### src/second_pulse_pkg.sv
package second_pulse_pkg;

   // reference clock and derived cycle counts
   localparam int unsigned CLK_HZ          = 125_000_000;
   localparam int unsigned PULSE_WIDTH_MS  = 100;
   localparam int unsigned PULSE_PERIOD_MS = 1000;
   localparam int unsigned MS_PER_S        = 1000;
   // exact division at 125 MHz, so the rounding direction does not matter here
   localparam int unsigned PULSE_WIDTH_CYCLES  = (CLK_HZ / MS_PER_S) * PULSE_WIDTH_MS;
   localparam int unsigned PULSE_PERIOD_CYCLES = (CLK_HZ / MS_PER_S) * PULSE_PERIOD_MS;
   localparam int unsigned CYCLE_CNT_W         = 27;

   // low-rate real-time clock crystal
   localparam int unsigned RTC_XTAL_HZ  = 32768;
   localparam int unsigned RTC_PRESC_W  = 15;
   localparam int unsigned RTC_SECONDS_W = 32;
   localparam logic [RTC_PRESC_W-1:0]   RTC_PRESC_LAST  = 15'h7fff;
   localparam logic [RTC_PRESC_W-1:0]   RTC_PRESC_RESET = 15'h0000;
   localparam logic [RTC_SECONDS_W-1:0] RTC_SECONDS_RESET = 32'h0000_0000;

   // fix quality needed before the pulse is driven (build-time option)
   typedef enum logic [1:0]
   {
      GATE_FIX_3D   = 2'h0,
      GATE_FIX_2D   = 2'h1,
      GATE_POWER_UP = 2'h2
   } fix_gate_t;

   // gray along idle -> armed -> high <-> low
   typedef enum logic [1:0]
   {
      ST_IDLE  = 2'h0,
      ST_ARMED = 2'h1,
      ST_HIGH  = 2'h3,
      ST_LOW   = 2'h2
   } pulse_state_t;

endpackage

### src/fix_gated_second_pulse.sv
`timescale 1ns/1ns
module fix_gated_second_pulse
#(
   parameter second_pulse_pkg::fix_gate_t FIX_GATE = second_pulse_pkg::GATE_FIX_3D,
   parameter int unsigned PULSE_WIDTH_CYCLES  = second_pulse_pkg::PULSE_WIDTH_CYCLES,
   parameter int unsigned PULSE_PERIOD_CYCLES = second_pulse_pkg::PULSE_PERIOD_CYCLES
)
(
   input  wire logic                                       ref_clk,
   input  wire logic                                       resetn,
   input  wire logic                                       fix_valid,
   input  wire logic                                       fix_is_3d,
   input  wire logic                                       second_mark,
   input  wire logic                                       rtc_xtal,
   input  wire logic                                       time_set,
   input  wire logic [second_pulse_pkg::RTC_SECONDS_W-1:0] time_set_seconds,
   output logic                                            second_timing_pulse,
   output logic                                            pulse_locked,
   output logic      [second_pulse_pkg::RTC_SECONDS_W-1:0] rtc_seconds,
   output logic                                            rtc_second_tick
);

   localparam int unsigned W = second_pulse_pkg::CYCLE_CNT_W;
   localparam logic [W-1:0] WIDTH_LAST  = W'(PULSE_WIDTH_CYCLES - 1);
   localparam logic [W-1:0] PERIOD_LAST = W'(PULSE_PERIOD_CYCLES - 1);
   localparam logic [W-1:0] CNT_ZERO    = '0;
   localparam logic [W-1:0] CNT_ONE     = W'(1);

   second_pulse_pkg::pulse_state_t state;
   second_pulse_pkg::pulse_state_t next_state;
   logic [W-1:0] period_cnt;
   logic [W-1:0] next_period_cnt;
   logic [W-1:0] width_cnt;
   logic [W-1:0] next_width_cnt;
   logic         next_second_timing_pulse;
   logic         next_pulse_locked;
   logic         gate_ok;
   logic         period_end;
   logic         fire;

   // fix condition selected at build time
   function automatic logic fix_gate_met
   (
      input second_pulse_pkg::fix_gate_t mode,
      input logic                        valid,
      input logic                        is_3d
   );
      logic met;
      met = 1'b0;
      case (mode)
         second_pulse_pkg::GATE_FIX_3D:   met = valid & is_3d;
         second_pulse_pkg::GATE_FIX_2D:   met = valid;
         second_pulse_pkg::GATE_POWER_UP: met = 1'b1;
         default:                         met = 1'b0;
      endcase
      return met;
   endfunction

   assign gate_ok    = fix_gate_met(FIX_GATE, fix_valid, fix_is_3d);
   assign period_end = (period_cnt == PERIOD_LAST);
   // a missing mark is bridged by the local one-second count (flywheel)
   assign fire       = second_mark | period_end;

   always_comb
   begin
      next_state      = state;
      next_period_cnt = period_cnt + CNT_ONE;
      next_width_cnt  = width_cnt;
      if (fire)
      begin
         // each mark realigns the local second to navigation time
         next_period_cnt = CNT_ZERO;
      end
      case (state)
         second_pulse_pkg::ST_IDLE:
         begin
            if (gate_ok)
            begin
               next_state = second_pulse_pkg::ST_ARMED;
            end
         end
         second_pulse_pkg::ST_ARMED:
         begin
            // power-up mode has no mark to wait for, so the local count may start it
            if (second_mark || (FIX_GATE == second_pulse_pkg::GATE_POWER_UP && period_end))
            begin
               next_state     = second_pulse_pkg::ST_HIGH;
               next_width_cnt = CNT_ZERO;
            end
         end
         second_pulse_pkg::ST_HIGH:
         begin
            if (fire)
            begin
               // an early mark restarts the high time; the pulse stays high, with no new rising edge
               next_width_cnt = CNT_ZERO;
            end
            else if (width_cnt == WIDTH_LAST)
            begin
               next_state = second_pulse_pkg::ST_LOW;
            end
            else
            begin
               next_width_cnt = width_cnt + CNT_ONE;
            end
         end
         second_pulse_pkg::ST_LOW:
         begin
            if (fire)
            begin
               next_state     = second_pulse_pkg::ST_HIGH;
               next_width_cnt = CNT_ZERO;
            end
         end
         default:
         begin
            next_state = second_pulse_pkg::ST_IDLE;
         end
      endcase
      if (!gate_ok)
      begin
         next_state     = second_pulse_pkg::ST_IDLE;
         next_width_cnt = CNT_ZERO;
      end
      next_second_timing_pulse = (next_state == second_pulse_pkg::ST_HIGH);
      next_pulse_locked        = (next_state == second_pulse_pkg::ST_HIGH)
                               || (next_state == second_pulse_pkg::ST_LOW);
   end

   always_ff @(posedge ref_clk or negedge resetn)
   begin
      if (!resetn)
      begin
         state               <= second_pulse_pkg::ST_IDLE;
         period_cnt          <= CNT_ZERO;
         width_cnt           <= CNT_ZERO;
         second_timing_pulse <= 1'b0;
         pulse_locked        <= 1'b0;
      end
      else
      begin
         state               <= next_state;
         period_cnt          <= next_period_cnt;
         width_cnt           <= next_width_cnt;
         second_timing_pulse <= next_second_timing_pulse;
         pulse_locked        <= next_pulse_locked;
      end
   end

   // coarse time source; survives only as long as its reset is not asserted
   rtc_keeper u_rtc
   (
      .ref_clk          (ref_clk),
      .resetn           (resetn),
      .rtc_xtal         (rtc_xtal),
      .time_set         (time_set),
      .time_set_seconds (time_set_seconds),
      .rtc_seconds      (rtc_seconds),
      .rtc_second_tick  (rtc_second_tick)
   );

endmodule

### src/rtc_keeper.sv
`timescale 1ns/1ns
module rtc_keeper
(
   input  wire logic                                       ref_clk,
   input  wire logic                                       resetn,
   input  wire logic                                       rtc_xtal,
   input  wire logic                                       time_set,
   input  wire logic [second_pulse_pkg::RTC_SECONDS_W-1:0] time_set_seconds,
   output logic      [second_pulse_pkg::RTC_SECONDS_W-1:0] rtc_seconds,
   output logic                                            rtc_second_tick
);

   logic                                       xtal_meta;
   logic                                       xtal_sync;
   logic                                       xtal_prev;
   logic [second_pulse_pkg::RTC_PRESC_W-1:0]   presc;
   logic [second_pulse_pkg::RTC_PRESC_W-1:0]   next_presc;
   logic [second_pulse_pkg::RTC_SECONDS_W-1:0] next_rtc_seconds;
   logic                                       next_rtc_second_tick;
   logic                                       xtal_rise;

   // crystal is asynchronous to ref_clk; only xtal_sync is looked at
   always_ff @(posedge ref_clk or negedge resetn)
   begin
      if (!resetn)
      begin
         xtal_meta <= 1'b0;
         xtal_sync <= 1'b0;
         xtal_prev <= 1'b0;
      end
      else
      begin
         xtal_meta <= rtc_xtal;
         xtal_sync <= xtal_meta;
         xtal_prev <= xtal_sync;
      end
   end

   assign xtal_rise = xtal_sync & ~xtal_prev;

   always_comb
   begin
      next_presc           = presc;
      next_rtc_seconds     = rtc_seconds;
      next_rtc_second_tick = 1'b0;
      if (xtal_rise)
      begin
         if (presc == second_pulse_pkg::RTC_PRESC_LAST)
         begin
            next_presc           = second_pulse_pkg::RTC_PRESC_RESET;
            next_rtc_seconds     = rtc_seconds + 32'h0000_0001;
            next_rtc_second_tick = 1'b1;
         end
         else
         begin
            next_presc = presc + 15'h0001;
         end
      end
      // a set from navigation time wins over the crystal count
      if (time_set)
      begin
         // no tick on a load: the seconds value did not step by one
         next_presc           = second_pulse_pkg::RTC_PRESC_RESET;
         next_rtc_seconds     = time_set_seconds;
         next_rtc_second_tick = 1'b0;
      end
   end

   always_ff @(posedge ref_clk or negedge resetn)
   begin
      if (!resetn)
      begin
         presc           <= second_pulse_pkg::RTC_PRESC_RESET;
         rtc_seconds     <= second_pulse_pkg::RTC_SECONDS_RESET;
         rtc_second_tick <= 1'b0;
      end
      else
      begin
         presc           <= next_presc;
         rtc_seconds     <= next_rtc_seconds;
         rtc_second_tick <= next_rtc_second_tick;
      end
   end

endmodule

### config.mk
export PLATFORM = sky130hd
export DESIGN_NAME = fix_gated_second_pulse
export DESIGN_NICKNAME = d
export VERILOG_FILES = /design/src/second_pulse_pkg.sv /design/src/fix_gated_second_pulse.sv /design/src/rtc_keeper.sv
export SDC_FILE = /design/constraint.sdc
export NUM_CORES = 1
export LEC_CHECK = 0
export BUFFER_PORTS_ARGS = -buffer_cell sky130_fd_sc_hd__clkbuf_2
export CORE_ASPECT_RATIO = 0.6
export CORE_UTILIZATION = 25
export CTS_CLUSTER_DIAMETER = 200
export DETAILED_ROUTE_END_ITERATION = 7
export GPL_TIMING_DRIVEN = 0
export PLACE_DENSITY_LB_ADDON = 0.3
export SLEW_MARGIN = 15
export SYNTH_ARGS = -nofsm -noshare
export SYNTH_HDL_FRONTEND = slang
export SYNTH_HIERARCHICAL = 1
export SYNTH_SLANG_ARGS = --single-unit
### constraint.sdc
create_clock -name ref_clk -period 2.87 [get_ports ref_clk]
set_input_delay 0.1435 -clock ref_clk [delete_from_list [all_inputs] [get_ports ref_clk]]
set_output_delay 0.1435 -clock ref_clk [all_outputs]
set_load 0.02 [all_outputs]
==> results.json <==
{
  "viasPerCell": 4.86,
  "grt_pass1_wl_mm": 26.1,
  "hold_start": "time_set_seconds[10]",
  "reg2reg_depth": 8,
  "yosysWarnings": 6,
  "routabilityCongestion": 0.850,
  "dieArea_sq_um": 24500,
  "holdPathStages": 3,
  "crit_fanout": 10,
  "wl_per_cell_microns": 15.1,
  "area_growth_pct": 22.0,
  "wl_mm": 16.2,
  "diodes": 0,
  "end_kind": "register",
  "synthTopCellsByArea": "dfrtp_1, nand2_1, xor2_1",
  "synth_commonest_cells": "dfrtp_1, nand2_1, nor2_1",
  "outcome": "finished clean",
  "nFillCells": 2416,
  "cts_tree": "done",
  "critPathSlowestCell": "or4_1",
  "cts_htree_levels": 3,
  "start_kind": "register",
  "drc": 0,
  "rsz0062_at_grt": "false",
  "cts_setup_buffers": 0,
  "rr_startpoint": "period_cnt[13]",
  "synth_edf_count": 0,
  "crit_top_cell": "buf_6",
  "ys.flop_type": "dfrtp_1",
  "antenna_found_initial": 0,
  "die_h_microns": 122,
  "reg2reg_setup_slack_ps": 160,
  "skew_ps": 8.04,
  "arrival_ps": 2970,
  "top_level_ports": 74,
  "finalHoldViolCount": 0,
  "fin_crit_sh_pct": 94.3,
  "clk_latency_ps": 350,
  "cp_slowest_stage_delay_ps": 530,
  "cts.sinks": 109,
  "yosysMostFrequentCell": "dfrtp_1",
  "cts.clk_slew.worst_paths_ps": 70,
  "drive_above_1_share_pct": 15.5,
  "grt_max_degree": 60,
  "slew_viol_final": 0,
  "drt_first_iter_violations": 484,
  "fmax_mhz": 370,
  "ys_seq_area_share_pct": 45.8,
  "ant_nets": 0,
  "postSynthNetCount": 701,
  "hpwl_mm": 11.8,
  "r2r_end": "width_cnt[4]",
  "register_area_sq_um": 2730,
  "nNetsFinal": 799,
  "syn_inst": 653,
  "synth_cell_types": 57,
  "cts-root-buf": "clkbuf_16",
  "critical_path_required_ps": 3130,
  "power.density_nw_per_um2": 480,
  "netlist_area_sq_um": 5960,
  "grt.total_usage_pct": 13.5,
  "synth_top_area_share_pct": 45.8,
  "finalHoldWorstSlack_ps": 15.3,
  "syn_avg_cell_area_sq_um": 9.12,
  "vias": 5204,
  "cp-startpoint": "period_cnt[13]",
  "path_cells": "or4_1 > or4_4 > o21ai_2 > a211oi_2 > or2_1 > buf_6 > buf_6 > o31ai_2",
  "crit_type": "reg2reg",
  "cts_buffers": 9,
  "yosys_register_bits": 109,
  "clk_path_buf_depth": 2,
  "layout_min_cycle_time_ps": 2710,
  "leakagePower_uw": 0.00302,
  "start_util_pct": 25.6,
  "port_buffers": 72,
  "total_power_uw": 3490,
  "async_reset_ff_share_pct": 100,
  "overflow": 0,
  "maxCapViolCount": 0,
  "firstDrtPassIters": 5,
  "yosys.area.top_type": "dfrtp_1",
  "rows": 43,
  "setup_viol": 0,
  "min_to": "u_rtc/rtc_seconds[10]",
  "multi_input_area_sq_um": 3050,
  "hp-class": "in2reg",
  "core_sq_um": 23200,
  "ir_worst_vdd_mv": 0.259,
  "max_slew.worst_pin.slew_ps": 832,
  "grt_pass1_vias": 4794,
  "die_w_microns": 201,
  "max_slew_margin_pct": 44.1
}
how the worst max path moves through the flow:
stage                     endpoint  cells past startpoint  slack, ps
finish                width_cnt[4]                      8        160
CTS                  width_cnt[17]                      8         50
global placement    period_cnt[14]                      1       -120
floorplan             width_cnt[8]                      8        410
detailed placement   period_cnt[9]                      6        -90
global route         width_cnt[24]                      8         20
cell families after synthesis:
logic type	Yosys count	share of synthesized area [%]
xor+xnor	55	8.09
compound gates	120	13.1
flops	109	45.8
fa+ha+maj	9	1.89
mux	3	0.546
simple gates	311	27.3
buf+inv	46	3.32
cells in the final DEF, fill, tap and decap left out, drive strengths merged, types with 15 or more instances in the layout:
cell and instances:
dfrtp 109, clkbuf 106, nand2 68, nor2 63, o21ai 50, nand3 45
xor2 28, xnor2 27, nand4 22, or4 19, and3 18, nor3 18
inv 18, a21oi 17, dlygate4sd3 15, nor4 15
critical path: cells and delay by family (launching register included):
family                 cells  cell delay [ps]
and+or+nand+nor            3             1310
DFF                        1              450
buffers and inverters      2              290
AOI/OAI and AO/OA          3              550
sequential cells by signal, summed over array words and instances, names as in the netlist:
register / cells
u_rtc/rtc_second_tick: 1
u_rtc/rtc_seconds: 32
second_timing_pulse: 1
u_rtc/xtal_meta: 1
u_rtc/xtal_prev: 1
u_rtc/presc: 15
u_rtc/xtal_sync: 1
pulse_locked: 1
width_cnt: 27
period_cnt: 27
state: 2
cell type report:
class                   count  share of cell area [%]
multi-input cells         498                    41.9
plain buffers              27                    1.84
clock inverters             6                    1.50
clock buffers              10                    3.29
inverters                  18                   0.930
flip-flops and latches    109                    37.5
well taps                 315                    5.42
repair buffers             88                    7.53
what timing repair did:
action	CTS	global route
endpoints found under the setup margin	20	32
hold buffers	15	0
gates resized for setup	1	11
endpoints found under the hold margin	64	0
stage by stage:
| step | util (%) | TNS (ps) | std cells | worst slack (ps) | cell area [sq um] |
|---|---|---|---|---|---|
| after floorplan | - | 0 | 653 | 409 | 5960 |
| after global placement | 28.9 | -11630 | 1040 | -119 | 6710 |
| after detailed placement | 29.1 | -1230 | 1041 | -91.2 | 6750 |
| after CTS | 31.2 | 0 | 1072 | 47.2 | 7250 |
| after global routing | 31.3 | 0 | 1071 | 16.4 | 7270 |
| final | 31.3 | 0 | 1071 | 164 | 7270 |
where the power goes:
| part | internal, uW | total, uW | switching [uW] | leakage, uW |
|---|---|---|---|---|
| clock | 879 | 1480 | 597 | 0.000173 |
| sequential | 1590 | 1650 | 69.9 | 0.00145 |
| combinational | 134 | 359 | 225 | 0.00139 |
| total | 2600 | 3490 | 891 | 0.00302 |
metal layers:
layer | GRT usage, % | routed length (microns) | up-vias
met5 | 0 | 0 | -
met4 | 2.56 | 61 | 0
met3 | 3.18 | 950 | 6
li1 | - | - | 2562
met2 | 16.7 | 5940 | 149
met1 | 22.5 | 9230 | 2487
Note: power is estimated with default switching activity, not from simulation.
